### src/rtl/hbp_pkg.sv
package hbp_pkg;
  // bus widths
  localparam int DATA_W = 64; // full data path, two 32-bit halves
  localparam int HALF_W = 32; // one half carries four byte lanes
  localparam int LANES = 8; // byte lanes 0..7
  localparam int ADDR_W = 32; // address bus
  localparam int SIZE_W = 3; // transfer size code width
  localparam int TYPE_W = 5; // transfer type code width
  // transfer size codes: 0 is an eight-byte move, 1..7 count bytes
  localparam logic [2:0] SIZE_8B = 3'h0;
  localparam logic [2:0] SIZE_1B = 3'h1;
  localparam logic [2:0] SIZE_4B = 3'h4;
  // transfer type codes used by the bridge
  localparam logic [4:0] TT_WRITE = 5'h02; // write with flush
  localparam logic [4:0] TT_READ = 5'h0a; // read
  localparam logic [4:0] TT_SNOOP_RD = 5'h0a; // snoop broadcast, read
  localparam logic [4:0] TT_SNOOP_WR = 5'h06; // snoop broadcast, kill
  localparam logic [4:0] TT_GFX_RD = 5'h16; // graphics read (unsupported)
  localparam logic [4:0] TT_GFX_WR = 5'h17; // graphics write (unsupported)
  // beats of a burst and reset values
  localparam logic [1:0] BURST_LAST = 2'h3; // four beats per burst
  localparam logic [1:0] BEAT_RST = 2'h0;
  localparam logic ERR_EN_RST = 1'b1; // error acknowledge enabled
endpackage : hbp_pkg

### src/rtl/hbp_bus_if.sv
`timescale 1ns/1ns
// shared processor-side bus; each agent contributes output plus enable
interface hbp_bus_if;
  import hbp_pkg::*;
  // data bus, both halves, driven by device or by far end
  logic [HALF_W-1:0] dev_data_high_half;
  logic [HALF_W-1:0] dev_data_low_half;
  logic dev_data_oe;
  logic [HALF_W-1:0] far_data_high_half;
  logic [HALF_W-1:0] far_data_low_half;
  logic far_data_oe;
  // address tenure signals from either master
  logic dev_transfer_start_strobe;
  logic far_transfer_start_strobe;
  logic [ADDR_W-1:0] dev_addr;
  logic [ADDR_W-1:0] far_addr;
  logic [SIZE_W-1:0] dev_transfer_size_code;
  logic [SIZE_W-1:0] far_transfer_size_code;
  logic [TYPE_W-1:0] dev_transfer_type_code;
  logic [TYPE_W-1:0] far_transfer_type_code;
  logic dev_burst_flag;
  logic far_burst_flag;
  logic dev_global_flag;
  logic dev_global_oe;
  logic far_global_flag;
  logic far_global_oe;
  logic dev_write_through_flag;
  logic dev_write_through_oe;
  logic far_write_through_flag;
  logic far_write_through_oe;
  logic dev_attr_oe; // device owns address and attributes
  logic far_attr_oe;
  // data tenure and status
  logic dev_beat_ack;
  logic dev_beat_ack_oe;
  logic far_beat_ack;
  logic far_beat_ack_oe;
  logic transfer_error_ack;
  logic fatal_error_alert;
  logic local_slave_claim;
  logic ext_addr_start;

  modport dev (
    output dev_data_high_half, dev_data_low_half, dev_data_oe,
    output dev_transfer_start_strobe, dev_addr, dev_transfer_size_code,
    output dev_transfer_type_code, dev_burst_flag, dev_attr_oe,
    output dev_global_flag, dev_global_oe,
    output dev_write_through_flag, dev_write_through_oe,
    output dev_beat_ack, dev_beat_ack_oe,
    output transfer_error_ack, fatal_error_alert,
    input far_data_high_half, far_data_low_half, far_data_oe,
    input far_transfer_start_strobe, far_addr, far_transfer_size_code,
    input far_transfer_type_code, far_burst_flag, far_attr_oe,
    input far_global_flag, far_global_oe,
    input far_write_through_flag, far_write_through_oe,
    input far_beat_ack, far_beat_ack_oe,
    input local_slave_claim, ext_addr_start
  );

  modport far (
    output far_data_high_half, far_data_low_half, far_data_oe,
    output far_transfer_start_strobe, far_addr, far_transfer_size_code,
    output far_transfer_type_code, far_burst_flag, far_attr_oe,
    output far_global_flag, far_global_oe,
    output far_write_through_flag, far_write_through_oe,
    output far_beat_ack, far_beat_ack_oe,
    output local_slave_claim, ext_addr_start,
    input dev_data_high_half, dev_data_low_half, dev_data_oe,
    input dev_transfer_start_strobe, dev_addr, dev_transfer_size_code,
    input dev_transfer_type_code, dev_burst_flag, dev_attr_oe,
    input dev_global_flag, dev_global_oe,
    input dev_write_through_flag, dev_write_through_oe,
    input dev_beat_ack, dev_beat_ack_oe,
    input transfer_error_ack, fatal_error_alert
  );
endinterface : hbp_bus_if

### src/rtl/hbp_dev_port.sv
`timescale 1ns/1ns
// Contract
// data splits high lanes 0-3, low 4-7
// drive data only when sourcing it
// global flag two-way, demands coherency
// claimed transfers: slave acks, device silent
// fatal error raises machine check alert
// device acks beats, last ends tenure
// L2 or slave acks its own beats
// burst flag selects burst or single
// error ack ends transaction at once
// unsupported transfers raise error ack
// device starts only snoop broadcasts
// master starts with valid attributes, captured
// three-bit size code per transfer
// five-bit type code per transfer
// write-through flag two-way, honoured
// extended start raises error ack
// enable bit gates all error acks
module hbp_dev_port (
  input wire logic i_clk,
  input wire logic i_rst_b,
  hbp_bus_if.dev bus,
  input wire logic i_err_ack_en,
  input wire logic i_fatal_err,
  input wire logic i_snoop_req,
  input wire logic [hbp_pkg::ADDR_W-1:0] i_snoop_addr,
  input wire logic i_snoop_wr,
  input wire logic [hbp_pkg::DATA_W-1:0] i_rd_data,
  output logic o_snoop_busy,
  output logic o_req_valid,
  output logic [hbp_pkg::ADDR_W-1:0] o_req_addr,
  output logic [hbp_pkg::SIZE_W-1:0] o_req_size,
  output logic [hbp_pkg::TYPE_W-1:0] o_req_type,
  output logic o_req_burst,
  output logic o_req_global,
  output logic o_req_wt,
  output logic o_wr_valid,
  output logic [hbp_pkg::DATA_W-1:0] o_wr_data,
  output logic o_err
);
  import hbp_pkg::*;

  typedef enum logic [3:0] {
    HBP_IDLE = 4'h1, // waiting for a transfer start
    HBP_DATA = 4'h2, // device answers beats
    HBP_CLAIM = 4'h4, // local slave answers, device watches
    HBP_SNOOP = 4'h8 // device drives a snoop address for one cycle
  } hbp_state_t;

  hbp_state_t state_r;
  logic [1:0] beat_r; // beat count within a burst
  logic burst_r; // captured burst flag
  logic write_r; // captured direction
  logic err_r; // registered error acknowledge
  logic ack_r; // registered beat acknowledge
  logic mcp_r; // machine check level
  logic [ADDR_W-1:0] snoop_addr_r;
  logic snoop_wr_r;
  logic unsupported; // graphics transfer types
  logic far_last; // far-end ack that closes a claimed tenure

  // fault and extended-start inputs come from other agents on this clock
  assign unsupported = bus.far_transfer_type_code == TT_GFX_RD ||
    bus.far_transfer_type_code == TT_GFX_WR;
  assign far_last = bus.far_beat_ack && (!burst_r || beat_r == BURST_LAST);

  // main tenure sequencer
  always_ff @(posedge i_clk or negedge i_rst_b) begin
    if (!i_rst_b) begin
      state_r <= HBP_IDLE;
      beat_r <= BEAT_RST;
      burst_r <= 1'b0;
      write_r <= 1'b0;
    end else begin
      unique case (state_r)
        HBP_IDLE: begin
          beat_r <= BEAT_RST;
          if (bus.far_transfer_start_strobe) begin
            burst_r <= bus.far_burst_flag;
            write_r <= bus.far_transfer_type_code == TT_WRITE;
            if (bus.ext_addr_start || unsupported) begin
              state_r <= HBP_IDLE; // no data tenure on error
            end else if (bus.local_slave_claim) begin
              state_r <= HBP_CLAIM;
            end else begin
              state_r <= HBP_DATA;
            end
          end else if (i_snoop_req) begin
            state_r <= HBP_SNOOP;
          end
        end
        HBP_DATA: begin
          if (ack_r) begin
            beat_r <= beat_r + 2'h1;
            if (!burst_r || beat_r == BURST_LAST) begin
              state_r <= HBP_IDLE;
            end
          end
        end
        HBP_CLAIM: begin
          if (bus.far_beat_ack) begin
            beat_r <= beat_r + 2'h1;
            if (far_last) begin
              state_r <= HBP_IDLE;
            end
          end
        end
        HBP_SNOOP: begin
          state_r <= HBP_IDLE; // broadcast only, no data tenure
        end
      endcase
    end
  end

  // beat acknowledge: one beat per cycle in the data state
  always_ff @(posedge i_clk or negedge i_rst_b) begin
    if (!i_rst_b) begin
      ack_r <= 1'b0;
    end else begin
      // drop after the final beat so the tenure is not overrun
      ack_r <= state_r == HBP_DATA &&
        !(ack_r && (!burst_r || beat_r == BURST_LAST)) &&
        !(ack_r && beat_r == BURST_LAST - 2'h1 && !burst_r);
    end
  end

  // error acknowledge, one-cycle pulse after the offending start
  always_ff @(posedge i_clk or negedge i_rst_b) begin
    if (!i_rst_b) begin
      err_r <= 1'b0;
    end else begin
      err_r <= i_err_ack_en && state_r == HBP_IDLE &&
        bus.far_transfer_start_strobe &&
        (bus.ext_addr_start || unsupported);
    end
  end

  // machine check stays asserted while the fault persists
  always_ff @(posedge i_clk or negedge i_rst_b) begin
    if (!i_rst_b) begin
      mcp_r <= 1'b0;
    end else begin
      mcp_r <= i_fatal_err;
    end
  end

  // snoop address latched so the bus sees a stable value
  always_ff @(posedge i_clk or negedge i_rst_b) begin
    if (!i_rst_b) begin
      snoop_addr_r <= '0;
      snoop_wr_r <= 1'b0;
    end else if (state_r == HBP_IDLE && i_snoop_req) begin
      snoop_addr_r <= i_snoop_addr;
      snoop_wr_r <= i_snoop_wr;
    end
  end

  // captured request and write data toward the memory side
  always_ff @(posedge i_clk or negedge i_rst_b) begin
    if (!i_rst_b) begin
      o_req_valid <= 1'b0;
      o_req_addr <= '0;
      o_req_size <= SIZE_8B;
      o_req_type <= '0;
      o_req_burst <= 1'b0;
      o_req_global <= 1'b0;
      o_req_wt <= 1'b0;
      o_wr_valid <= 1'b0;
      o_wr_data <= '0;
    end else begin
      o_req_valid <= state_r == HBP_IDLE && bus.far_transfer_start_strobe;
      if (state_r == HBP_IDLE && bus.far_transfer_start_strobe) begin
        o_req_addr <= bus.far_addr;
        o_req_size <= bus.far_transfer_size_code;
        o_req_type <= bus.far_transfer_type_code;
        o_req_burst <= bus.far_burst_flag;
        o_req_global <= bus.far_global_oe && bus.far_global_flag;
        o_req_wt <= bus.far_write_through_oe &&
          bus.far_write_through_flag;
      end
      o_wr_valid <= state_r == HBP_DATA && write_r && ack_r;
      if (state_r == HBP_DATA && write_r && ack_r) begin
        o_wr_data <= {bus.far_data_high_half, bus.far_data_low_half};
      end
    end
  end

  // bus drive: data only for device-sourced reads
  assign bus.dev_data_high_half = i_rd_data[DATA_W-1:HALF_W];
  assign bus.dev_data_low_half = i_rd_data[HALF_W-1:0];
  assign bus.dev_data_oe = state_r == HBP_DATA && !write_r && ack_r;
  assign bus.dev_beat_ack = ack_r;
  assign bus.dev_beat_ack_oe = state_r == HBP_DATA;
  assign bus.dev_transfer_start_strobe = state_r == HBP_SNOOP;
  assign bus.dev_attr_oe = state_r == HBP_SNOOP;
  assign bus.dev_addr = snoop_addr_r;
  assign bus.dev_transfer_size_code = SIZE_8B;
  assign bus.dev_transfer_type_code = snoop_wr_r ? TT_SNOOP_WR : TT_SNOOP_RD;
  assign bus.dev_burst_flag = 1'b1; // snoops cover a cache line
  assign bus.dev_global_flag = 1'b1;
  assign bus.dev_global_oe = state_r == HBP_SNOOP;
  assign bus.dev_write_through_flag = 1'b0;
  assign bus.dev_write_through_oe = state_r == HBP_SNOOP;
  assign bus.transfer_error_ack = err_r;
  assign bus.fatal_error_alert = mcp_r;
  assign o_snoop_busy = state_r != HBP_IDLE;
  assign o_err = err_r;
endmodule : hbp_dev_port

### src/flat_wrapper.sv
// flat-port wrapper written by rule: the top's interface ports become plain ports
module hbp_dev_port_flat import hbp_pkg::*;
  (i_clk, i_rst_b, i_err_ack_en, i_fatal_err, i_snoop_req, i_snoop_addr, i_snoop_wr, i_rd_data, o_snoop_busy, o_req_valid, o_req_addr, o_req_size, o_req_type, o_req_burst, o_req_global, o_req_wt, o_wr_valid, o_wr_data, o_err, bus_dev_data_high_half, bus_dev_data_low_half, bus_dev_data_oe, bus_dev_transfer_start_strobe, bus_dev_addr, bus_dev_transfer_size_code, bus_dev_transfer_type_code, bus_dev_burst_flag, bus_dev_attr_oe, bus_dev_global_flag, bus_dev_global_oe, bus_dev_write_through_flag, bus_dev_write_through_oe, bus_dev_beat_ack, bus_dev_beat_ack_oe, bus_transfer_error_ack, bus_fatal_error_alert, bus_far_data_high_half, bus_far_data_low_half, bus_far_data_oe, bus_far_transfer_start_strobe, bus_far_addr, bus_far_transfer_size_code, bus_far_transfer_type_code, bus_far_burst_flag, bus_far_attr_oe, bus_far_global_flag, bus_far_global_oe, bus_far_write_through_flag, bus_far_write_through_oe, bus_far_beat_ack, bus_far_beat_ack_oe, bus_local_slave_claim, bus_ext_addr_start);
  hbp_bus_if bus_i ();
  input wire logic i_clk;
  input wire logic i_rst_b;
  input wire logic i_err_ack_en;
  input wire logic i_fatal_err;
  input wire logic i_snoop_req;
  input wire logic [hbp_pkg::ADDR_W-1:0] i_snoop_addr;
  input wire logic i_snoop_wr;
  input wire logic [hbp_pkg::DATA_W-1:0] i_rd_data;
  output logic o_snoop_busy;
  output logic o_req_valid;
  output logic [hbp_pkg::ADDR_W-1:0] o_req_addr;
  output logic [hbp_pkg::SIZE_W-1:0] o_req_size;
  output logic [hbp_pkg::TYPE_W-1:0] o_req_type;
  output logic o_req_burst;
  output logic o_req_global;
  output logic o_req_wt;
  output logic o_wr_valid;
  output logic [hbp_pkg::DATA_W-1:0] o_wr_data;
  output logic o_err;
  output wire logic [$bits(bus_i.dev_data_high_half)-1:0] bus_dev_data_high_half;
  output wire logic [$bits(bus_i.dev_data_low_half)-1:0] bus_dev_data_low_half;
  output wire logic [$bits(bus_i.dev_data_oe)-1:0] bus_dev_data_oe;
  output wire logic [$bits(bus_i.dev_transfer_start_strobe)-1:0] bus_dev_transfer_start_strobe;
  output wire logic [$bits(bus_i.dev_addr)-1:0] bus_dev_addr;
  output wire logic [$bits(bus_i.dev_transfer_size_code)-1:0] bus_dev_transfer_size_code;
  output wire logic [$bits(bus_i.dev_transfer_type_code)-1:0] bus_dev_transfer_type_code;
  output wire logic [$bits(bus_i.dev_burst_flag)-1:0] bus_dev_burst_flag;
  output wire logic [$bits(bus_i.dev_attr_oe)-1:0] bus_dev_attr_oe;
  output wire logic [$bits(bus_i.dev_global_flag)-1:0] bus_dev_global_flag;
  output wire logic [$bits(bus_i.dev_global_oe)-1:0] bus_dev_global_oe;
  output wire logic [$bits(bus_i.dev_write_through_flag)-1:0] bus_dev_write_through_flag;
  output wire logic [$bits(bus_i.dev_write_through_oe)-1:0] bus_dev_write_through_oe;
  output wire logic [$bits(bus_i.dev_beat_ack)-1:0] bus_dev_beat_ack;
  output wire logic [$bits(bus_i.dev_beat_ack_oe)-1:0] bus_dev_beat_ack_oe;
  output wire logic [$bits(bus_i.transfer_error_ack)-1:0] bus_transfer_error_ack;
  output wire logic [$bits(bus_i.fatal_error_alert)-1:0] bus_fatal_error_alert;
  input wire logic [$bits(bus_i.far_data_high_half)-1:0] bus_far_data_high_half;
  input wire logic [$bits(bus_i.far_data_low_half)-1:0] bus_far_data_low_half;
  input wire logic [$bits(bus_i.far_data_oe)-1:0] bus_far_data_oe;
  input wire logic [$bits(bus_i.far_transfer_start_strobe)-1:0] bus_far_transfer_start_strobe;
  input wire logic [$bits(bus_i.far_addr)-1:0] bus_far_addr;
  input wire logic [$bits(bus_i.far_transfer_size_code)-1:0] bus_far_transfer_size_code;
  input wire logic [$bits(bus_i.far_transfer_type_code)-1:0] bus_far_transfer_type_code;
  input wire logic [$bits(bus_i.far_burst_flag)-1:0] bus_far_burst_flag;
  input wire logic [$bits(bus_i.far_attr_oe)-1:0] bus_far_attr_oe;
  input wire logic [$bits(bus_i.far_global_flag)-1:0] bus_far_global_flag;
  input wire logic [$bits(bus_i.far_global_oe)-1:0] bus_far_global_oe;
  input wire logic [$bits(bus_i.far_write_through_flag)-1:0] bus_far_write_through_flag;
  input wire logic [$bits(bus_i.far_write_through_oe)-1:0] bus_far_write_through_oe;
  input wire logic [$bits(bus_i.far_beat_ack)-1:0] bus_far_beat_ack;
  input wire logic [$bits(bus_i.far_beat_ack_oe)-1:0] bus_far_beat_ack_oe;
  input wire logic [$bits(bus_i.local_slave_claim)-1:0] bus_local_slave_claim;
  input wire logic [$bits(bus_i.ext_addr_start)-1:0] bus_ext_addr_start;
  assign bus_dev_data_high_half = bus_i.dev_data_high_half;
  assign bus_dev_data_low_half = bus_i.dev_data_low_half;
  assign bus_dev_data_oe = bus_i.dev_data_oe;
  assign bus_dev_transfer_start_strobe = bus_i.dev_transfer_start_strobe;
  assign bus_dev_addr = bus_i.dev_addr;
  assign bus_dev_transfer_size_code = bus_i.dev_transfer_size_code;
  assign bus_dev_transfer_type_code = bus_i.dev_transfer_type_code;
  assign bus_dev_burst_flag = bus_i.dev_burst_flag;
  assign bus_dev_attr_oe = bus_i.dev_attr_oe;
  assign bus_dev_global_flag = bus_i.dev_global_flag;
  assign bus_dev_global_oe = bus_i.dev_global_oe;
  assign bus_dev_write_through_flag = bus_i.dev_write_through_flag;
  assign bus_dev_write_through_oe = bus_i.dev_write_through_oe;
  assign bus_dev_beat_ack = bus_i.dev_beat_ack;
  assign bus_dev_beat_ack_oe = bus_i.dev_beat_ack_oe;
  assign bus_transfer_error_ack = bus_i.transfer_error_ack;
  assign bus_fatal_error_alert = bus_i.fatal_error_alert;
  assign bus_i.far_data_high_half = bus_far_data_high_half;
  assign bus_i.far_data_low_half = bus_far_data_low_half;
  assign bus_i.far_data_oe = bus_far_data_oe;
  assign bus_i.far_transfer_start_strobe = bus_far_transfer_start_strobe;
  assign bus_i.far_addr = bus_far_addr;
  assign bus_i.far_transfer_size_code = bus_far_transfer_size_code;
  assign bus_i.far_transfer_type_code = bus_far_transfer_type_code;
  assign bus_i.far_burst_flag = bus_far_burst_flag;
  assign bus_i.far_attr_oe = bus_far_attr_oe;
  assign bus_i.far_global_flag = bus_far_global_flag;
  assign bus_i.far_global_oe = bus_far_global_oe;
  assign bus_i.far_write_through_flag = bus_far_write_through_flag;
  assign bus_i.far_write_through_oe = bus_far_write_through_oe;
  assign bus_i.far_beat_ack = bus_far_beat_ack;
  assign bus_i.far_beat_ack_oe = bus_far_beat_ack_oe;
  assign bus_i.local_slave_claim = bus_local_slave_claim;
  assign bus_i.ext_addr_start = bus_ext_addr_start;
  hbp_dev_port u_core (.i_clk(i_clk), .i_rst_b(i_rst_b), .bus(bus_i), .i_err_ack_en(i_err_ack_en), .i_fatal_err(i_fatal_err), .i_snoop_req(i_snoop_req), .i_snoop_addr(i_snoop_addr), .i_snoop_wr(i_snoop_wr), .i_rd_data(i_rd_data), .o_snoop_busy(o_snoop_busy), .o_req_valid(o_req_valid), .o_req_addr(o_req_addr), .o_req_size(o_req_size), .o_req_type(o_req_type), .o_req_burst(o_req_burst), .o_req_global(o_req_global), .o_req_wt(o_req_wt), .o_wr_valid(o_wr_valid), .o_wr_data(o_wr_data), .o_err(o_err));
endmodule
### config.mk
export PLATFORM = sky130hd
export DESIGN_NAME = hbp_dev_port_flat
export DESIGN_NICKNAME = d
export VERILOG_FILES = /design/src/rtl/hbp_pkg.sv /design/src/rtl/hbp_bus_if.sv /design/src/rtl/hbp_dev_port.sv /design/src/flat_wrapper.sv
export SDC_FILE = /design/constraint.sdc
export NUM_CORES = 1
export LEC_CHECK = 0
export ABC_AREA = 1
export BUFFER_PORTS_ARGS = -buffer_cell sky130_fd_sc_hd__buf_4
export CAP_MARGIN = 25
export CELL_PAD_IN_SITES_DETAIL_PLACEMENT = 1
export CELL_PAD_IN_SITES_GLOBAL_PLACEMENT = 1
export CORE_AREA = 2 2 172 174
export DETAILED_ROUTE_END_ITERATION = 10
export DIE_AREA = 0 0 174 176
export PLACE_DENSITY = 0.67
export SLEW_MARGIN = 20
export SYNTH_ARGS = -nofsm -noshare
export SYNTH_HDL_FRONTEND = slang
export SYNTH_SLANG_ARGS = --single-unit
export TNS_END_PERCENT = 5
### constraint.sdc
create_clock -name i_clk -period 4.15 [get_ports i_clk]
set_input_delay 0.415 -clock i_clk [delete_from_list [all_inputs] [get_ports i_clk]]
set_output_delay 0.415 -clock i_clk [all_outputs]
set_load 0.1 [all_outputs]
==> results by group, run 1 <==
Yosys
  – Yosys Warn Count: 0
  – Synth async-reset ratio: 1.00
  – Yosys top cell by area: dfrtp_1
  – Top post-synthesis cells by area: dfrtp_1, nand2_1, buf_4
  – Count leader, synth: nand2_1
  – Most instantiated cells after synthesis: nand2_1, dfrtp_1, buf_4
  – Post-Syn Area: approximately 6500 um^2
  – Synth Area per Inst: 8.71 um^2
  – Number of synthesized flops with an enable pin: 0
  – Register bit total from synthesis: between 150 and 200
  – Post-synthesis cell type count: 22
  – Top_reg_cell synth: dfrtp_1
  – Synth top area share: 0.577
  – Post-synthesis sequential area ratio: 0.581
  – Synthesized instance count: 752

Detailed routing
  – Routed wire per std cell: 14.8 um
  – Via Count: around 5,600
  – 1st-pass router iterations: 4
  – Wirelength, routed: 20,500 um
  – Final ANT Viol Nets: 0
  – Avg Vias per Cell: 4.05
  – Drt initial violations: 206
  – DRC viols: 0

Setup path
  – Crit end category: flop
  – CP Launch Type: flop
  – Critical path class: flop to flop
  – Req. time, crit path: between 4000 and 5000 ps
  – Worst Path Max Fanout: between 40 and 50
  – CP arrival: roughly 2800 ps

Clocking
  – Number of CTS-inserted buffers: 17
  – Clock slew at reported path FFs: around 60 ps
  – CTS resizes: 0
  – Clock Tree Root: clkbuf_16
  – Total clock sinks: ~150
  – Post-CTS setup buffer count: 0
  – Clock Latency Late Sink: 420 ps
  – # hold bufs at CTS: 0
  – H-tree depth: 4
  – Worst-case clock buffer depth: 2
  – TritonCTS clock tree: yes

STA
  – Highest clock rate: around 400 MHz
  – Setup violators final: 0
  – Rel. slew slack: 0.410
  – Worst setup margin: between 1500 and 2000 ps
  – RSZ-0062 raised after global routing: false
  – Tightest Pin Transition: ~880 ps
  – Clk_skew: about 10 ps
  – Number of hold violations in the final report: 0
  – Fin. max-slew vios: 0
  – Crit path time final: between 2000 and 2500 ps
  – Fin crit share: 0.597
  – Setup TNS Final: 0 ps

Final layout
  – Final #Nets: approximately 1,200
  – Area growth syn-to-layout: 41.0%
  – Ant diodes: 0
  – Layout cell share with drive strength beyond 1: 0.353
  – Fill count: ~3,500

Die
  – IO Pins: between 400 and 500
  – Die X: about 170 um
  – Chip height: roughly 180 um
  – Initial Utilization: 0.229
  – Core Region: 28,500 um^2
  – Die ar.: about 31,000 um^2
  – Rows: 62

GRT
  – Gr usage total: 0.134
  – First-pass GRT wire length: around 33,000 um
  – Initial antenna violation count: 0
  – Largest net degree at the start of global routing: 93
  – Number of global-route vias before repair: 5,809
  – Remaining Overflow, GRT: 0

Power
  – Pwr per Cell Area: 885 nW/um^2
  – Leakage: between 0.004 and 0.005 uW
  – Peak supply drop: approximately 0.00055 V

Placement
  – IO buf count: just over 300
  – Dpl hpwl: about 15,000 um
  – Place WS: around 1700 ps
  – GPL Wtd Cong: around 0.73

Status
  – Outcome: complete, no violations

Hold path
  – Class of the worst hold path: input port to async pin

Run
  – Maximum Capacitance Violations: 0
cell usage in the layout (no fill, tap or decap):
cell type and instances:
buf_12 1, nand2_2 2, clkbuf_16 17, nor2_2 2
bufinv_16 3, clkinvlp_4 2, clkbuf_8 1, dfrtp_1 151
buf_6 1, dfstp_2 1, a21oi_1 2, inv_2 3
nand3_2 1, nor3_1 1, inv_6 1, clkinv_4 2
nand3_1 8, o22ai_1 2, inv_1 17, clkinv_2 3
buf_4 310, clkbuf_1 3, ha_1 2, nand2_1 392
nor2_4 1, nand4_1 5, conb_1 9, nor2_1 12
o21ai_0 39
sequential cells by signal, summed over array words and instances (netlist names):
name,cells
u_core.snoop_wr_r,1
u_core.o_wr_valid,1
u_core.write_r,1
u_core.bus.dev_beat_ack,1
u_core.bus.dev_addr,32
u_core.bus.transfer_error_ack,1
u_core.o_req_size,3
u_core.state_r,4
u_core.bus.fatal_error_alert,1
u_core.o_req_global,1
u_core.o_wr_data,64
u_core.o_req_valid,1
u_core.o_req_wt,1
u_core.o_req_addr,32
u_core.beat_r,2
u_core.o_req_type,5
u_core.o_req_burst,1
cell families after synthesis:
kind of cell    Yosys count  synth area share
compound gates           43            0.0333
other cells               2           0.00115
simple gates            424             0.250
flops                   152             0.581
buf+inv                 129             0.130
fa+ha+maj                 2           0.00382
critical path, stage by stage (launching register included):
cell     delay, ps
dfstp_2        540
inv_1           50
nor2_1         160
nand2_2         60
buf_4          240
nor2_4         110
buf_4          430
inv_2          460
nand2_1        160
o21ai_0         80
cell type report:
cell class / instances / area [um^2] / share of cell area
multi-input combinational: 478 / 1920 / 0.208
timing repair buffer: 312 / 2360 / 0.255
inverter: 20 / 75.1 / 0.00813
sequential: 152 / 3800 / 0.412
tap: 384 / 480 / 0.0520
clock buffer: 21 / 450 / 0.0488
clock inverter: 11 / 146 / 0.0159
report_power, final:
| group | switching, uW | internal (uW) | leakage [uW] | total, uW |
|---|---|---|---|---|
| logic | 3660 | 801 | 0.00284 | 4460 |
| registers | 220 | 1880 | 0.00167 | 2100 |
| clock network | 643 | 964 | 0.000287 | 1610 |
path summary, 6_finish.rpt:
| kind | slack, ps | from | endpoint | cells after the start |
|---|---|---|---|---|
| worst max-delay path | 1670 | u_core.state_r[0] | u_core.o_req_type[2] | 9 |
| worst min-delay path | 80 | i_rst_b | u_core.o_wr_data[42] | 1 |
| worst max register to register | 1670 | u_core.state_r[0] | u_core.o_req_type[2] | 9 |
| worst min register to register | 470 | u_core.o_req_addr[21] | u_core.o_req_addr[21] | 2 |
| max in group asynchronous | 3200 | i_rst_b | u_core.state_r[0] | 2 |
| min in group i_clk | 100 | i_fatal_err | u_core.bus.fatal_error_alert | 1 |
through the flow:
step                cell area [um^2]  hold WS (ps)  cells  utilization  power, uW
finish                          9230          81.0   1378        0.323       8170
global route                    9230          69.8   1378        0.323       8550
floorplan                       6570           119    759            -       5880
CTS                             9230          66.2   1378        0.323       8290
global placement                8630           458   1346        0.302       6570
detailed placement              8630           460   1346        0.302       6620
layer usage:
layer,routed length [um],vias to the layer above,global-route usage,part of all wire
li1,-,2668,-,-
met1,8600,2653,0.164,0.42
met2,9830,222,0.217,0.48
met3,1620,33,0.0521,0.079
met4,409,0,0.0480,0.020
met5,0,-,0,0
(Power assumes the default switching activity.)
==> run 2: changes to the inputs <==
Settings changed: ABC_AREA 1 to 0, CORE_AREA 2 2 172 174 to 2 2 170 172, DIE_AREA 0 0 174 176 to 0 0 172 174, PLACE_DENSITY 0.67 to 0.64.
Clock period 4.15 ns to 2.6 ns, I/O delays scaled along.
==> run 2 against run 1 <==
Cell area is 1.1% higher. Flip-flop and latch count stayed put. Critical path depth down 4. Critical path type is now flop to primary output. First-iteration DRC count shrank 62%. Largest power group unchanged. Combinational power is 80% higher. Clock-buffer cell count fell by 4. Worst setup slack worse by 1300 ps. Final cell count shrank 22%. Clock power increased by 82%. Sequential share of layout area shrank 0.44 points. Global-route usage shrank 1.3 points. Via count is 23% lower.
==> results by group, run 2 <==
Status
  – Outcome: complete, no violations

GRT
  – Number of global-route vias before repair: 4,675 (-20%)
  – Initial antenna violation count: 0 (unchanged)
  – First-pass GRT wire length: 27,500 um (-16%)
  – Remaining Overflow, GRT: 0 (unchanged)
  – Gr usage total: 0.122 (-0.0125)
  – Largest net degree at the start of global routing: 59 (-37%)

Clocking
  – Total clock sinks: 152 (unchanged)
  – Post-CTS setup buffer count: 0 (unchanged)
  – Number of CTS-inserted buffers: 17 (unchanged)
  – Worst-case clock buffer depth: 2 (unchanged)
  – H-tree depth: 4 (unchanged)
  – Clock Latency Late Sink: 420 ps (about the same)
  – TritonCTS clock tree: yes
  – CTS resizes: 0 (unchanged)
  – Clock slew at reported path FFs: 70 ps (about the same)
  – Clock Tree Root: clkbuf_16

Detailed routing
  – Drt initial violations: 78 (-62%)
  – Wirelength, routed: 18,400 um (-10%)
  – Final ANT Viol Nets: 0 (unchanged)
  – DRC viols: 0 (unchanged)
  – Routed wire per std cell: 17.0 um (+15%)
  – 1st-pass router iterations: 2 (-2)
  – Via Count: 4,289 (-23%)
  – Avg Vias per Cell: 3.97 (-1.9%)

Placement
  – IO buf count: 304 (unchanged)
  – Dpl hpwl: 13,900 um (-4.8%)
  – Place WS: 660 ps (-1010 ps)
  – GPL Wtd Cong: 0.729 (+0.34%)
  – Post-DP Area: 8630 um^2 (unchanged)
  – Dpl cells: 1,050 (-22%)

Hold path
  – Hold Crit Endpoint: u_core.state_r[1]
  – Min-delay src: bus_local_slave_claim
  – Class of the worst hold path: input port to flop
  – WHS Path Cells: 2

STA
  – Fin. max-slew vios: 0 (unchanged)
  – Rel. slew slack: 0.584 (+0.173)
  – Setup violators final: 0 (unchanged)
  – Number of hold violations in the final report: 0 (unchanged)
  – Tightest Pin Transition: 625 ps (-260 ps)
  – Crit path time final: between 2000 and 2500 ps
  – Clk_skew: 13.6 ps (+3.65 ps)
  – Min Hold Slack: 41.6 ps (-39.4 ps)
  – RSZ-0062 raised after global routing: false
  – Fin crit share: 0.847
  – Highest clock rate: around 450 MHz
  – Worst setup margin: 399 ps (-1270 ps)

Final layout
  – Fin area: 9330 um^2 (+1.1%)
  – Final #Nets: 907 (-24%)
  – Number of non-filler instances in the completed layout: 1,081 (-22%)
  – Layout cell share with drive strength beyond 1: 0.693 (+0.340)
  – Fill count: 3,135 (-9.5%)
  – Seq. cell area: 3800 um^2 (unchanged)
  – Max FFs per register: 64 (unchanged)
  – Commonest non-fill, non-tap cells in the layout: buf_4, dfrtp_1, mux2_2, clkbuf_16, inv_1
  – Commonest non-fill, non-tap cell in the layout: buf_4
  – Final Util: 0.330 (+0.00705)
  – Reg with most FFs: u_core.o_wr_data
  – Area growth syn-to-layout: 45.0%
  – Ant diodes: 0 (unchanged)
  – Area of the multi-input gates: 1930 um^2 (+0.78%)

Setup path
  – Req. time, crit path: 2340 ps (-2080 ps)
  – CP arrival: 1940 ps (-810 ps)
  – Critical R2R Launch: u_core.state_r[0]
  – CP Launch Type: flop
  – Worst reg2reg path endpoint: u_core.o_wr_data[33]
  – Crit end category: primary output
  – Reg2reg path depth: 5 (-4)
  – Flop-to-flop setup slack: 700 ps (-970 ps)
  – Critical path class: flop to primary output
  – Worst Path Max Fanout: 5 (-89%)

Die
  – Rows: 62 (unchanged)
  – Initial Utilization: 0.228 (-0.00156)
  – IO Pins: 445 (unchanged)
  – Core Region: 28,200 um^2 (-1.1%)
  – Die ar.: 29,900 um^2 (-2.3%)
  – Die X: 172 um (-1.1%)
  – Chip height: 174 um (-1.1%)

Yosys
  – Yosys Warn Count: 0 (unchanged)
  – Post-synthesis cell type count: 32 (+45%)
  – Post-synthesis sequential area ratio: 0.592 (+0.0104)
  – Synth Area per Inst: 14.5 um^2 (+66%)
  – Number of synthesized flops with an enable pin: 0 (unchanged)
  – Yosys top cell by area: dfrtp_1
  – Top post-synthesis cells by area: dfrtp_1, mux2_2, buf_4
  – Synthesized instance count: 444 (-41%)
  – Synth async-reset ratio: 1.00 (unchanged)
  – Count leader, synth: dfrtp_1
  – Top_reg_cell synth: dfrtp_1
  – Register bit total from synthesis: 152 (unchanged)
  – Post-Syn Area: 6430 um^2 (-1.8%)
  – Synth top area share: 0.587 (+0.0103)
  – Most instantiated cells after synthesis: dfrtp_1, mux2_2, buf_4

Run
  – Maximum Capacitance Violations: 0 (unchanged)

Power
  – Peak supply drop: 0.00148 V (+170%)
  – Pwr per Cell Area: 1550 nW/um^2 (+75%)
  – Leakage: 0.00448 uW (-6.8%)
-- run 2: cell types whose count changed after synthesis, sizes merged, moves of 5 or more --
cell	change
nand4	-5
mux2	+138
buf	-9
clkbuf	-5
nor2	-12
inv	-10
o21ai	-33
nand2	-383
nand3	-6
-- run 2: worst max-delay path, stage by stage (launching register included) --
cell	delay, ps
dfrtp_1	440
nor2_1	230
and3_1	350
nand2_1	80
nor2_1	110
buf_4	310
-- run 2: worst max path at each step --
stage,from,to,slack [ps],cells past startpoint
after floorplan,u_core.state_r[3],bus_dev_data_oe,-500,4
after global placement,u_core.state_r[0],u_core.o_wr_data[9],690,5
after detailed placement,u_core.state_r[0],u_core.o_wr_data[33],660,5
after CTS,u_core.state_r[3],bus_dev_data_oe,320,5
after global routing,u_core.state_r[3],bus_dev_data_oe,220,5
final,u_core.state_r[3],bus_dev_data_oe,400,5
-- run 2: area by class of cell --
class                      instances  area share
multi-input combinational        194       0.207
tap                              384      0.0515
clock inverter                    12      0.0268
clock buffer                      17      0.0456
timing repair buffer             312       0.257
sequential                       152       0.408
inverter                          10     0.00402
-- run 2: kinds of logic after synthesis --
| kind of cell | count (synthesis) | share of synthesized area |
|---|---|---|
| buf+inv | 105 | 0.117 |
| compound gates | 15 | 0.0152 |
| xor+xnor | 2 | 0.00272 |
| other cells | 2 | 0.00117 |
| fa+ha+maj | 2 | 0.00389 |
| flops | 152 | 0.592 |
| mux | 139 | 0.244 |
| simple gates | 27 | 0.0245 |
-- run 2: metrics by stage --
stage | power, uW | setup TNS (ps)
detailed placement | 11700 | 0
global route | 15000 | 0
floorplan | 10300 | -505
finish | 14500 | 0
global placement | 11600 | 0
CTS | 14700 | 0
-- run 2: routing by layer --
metal  up-vias  track usage  wire (um)
met5         -            0          0
li1       1900            -          -
met1      2125        0.135       6800
met4         0       0.0483        494
met3        67       0.0533       1820
met2       197        0.205       9300
-- run 2: timing repair --
action / 4_1_cts / 5_1_grt
hold endpoints to repair: 43 / 0
setup endpoints to repair: 0 / 0
hold buffers: 2 / 0
-- run 2: power breakdown --
part           switching [uW]  internal (uW)
Clock                    1030           1890
Combinational            6260           1790
Sequential                427           3080
Total                    7720           6760
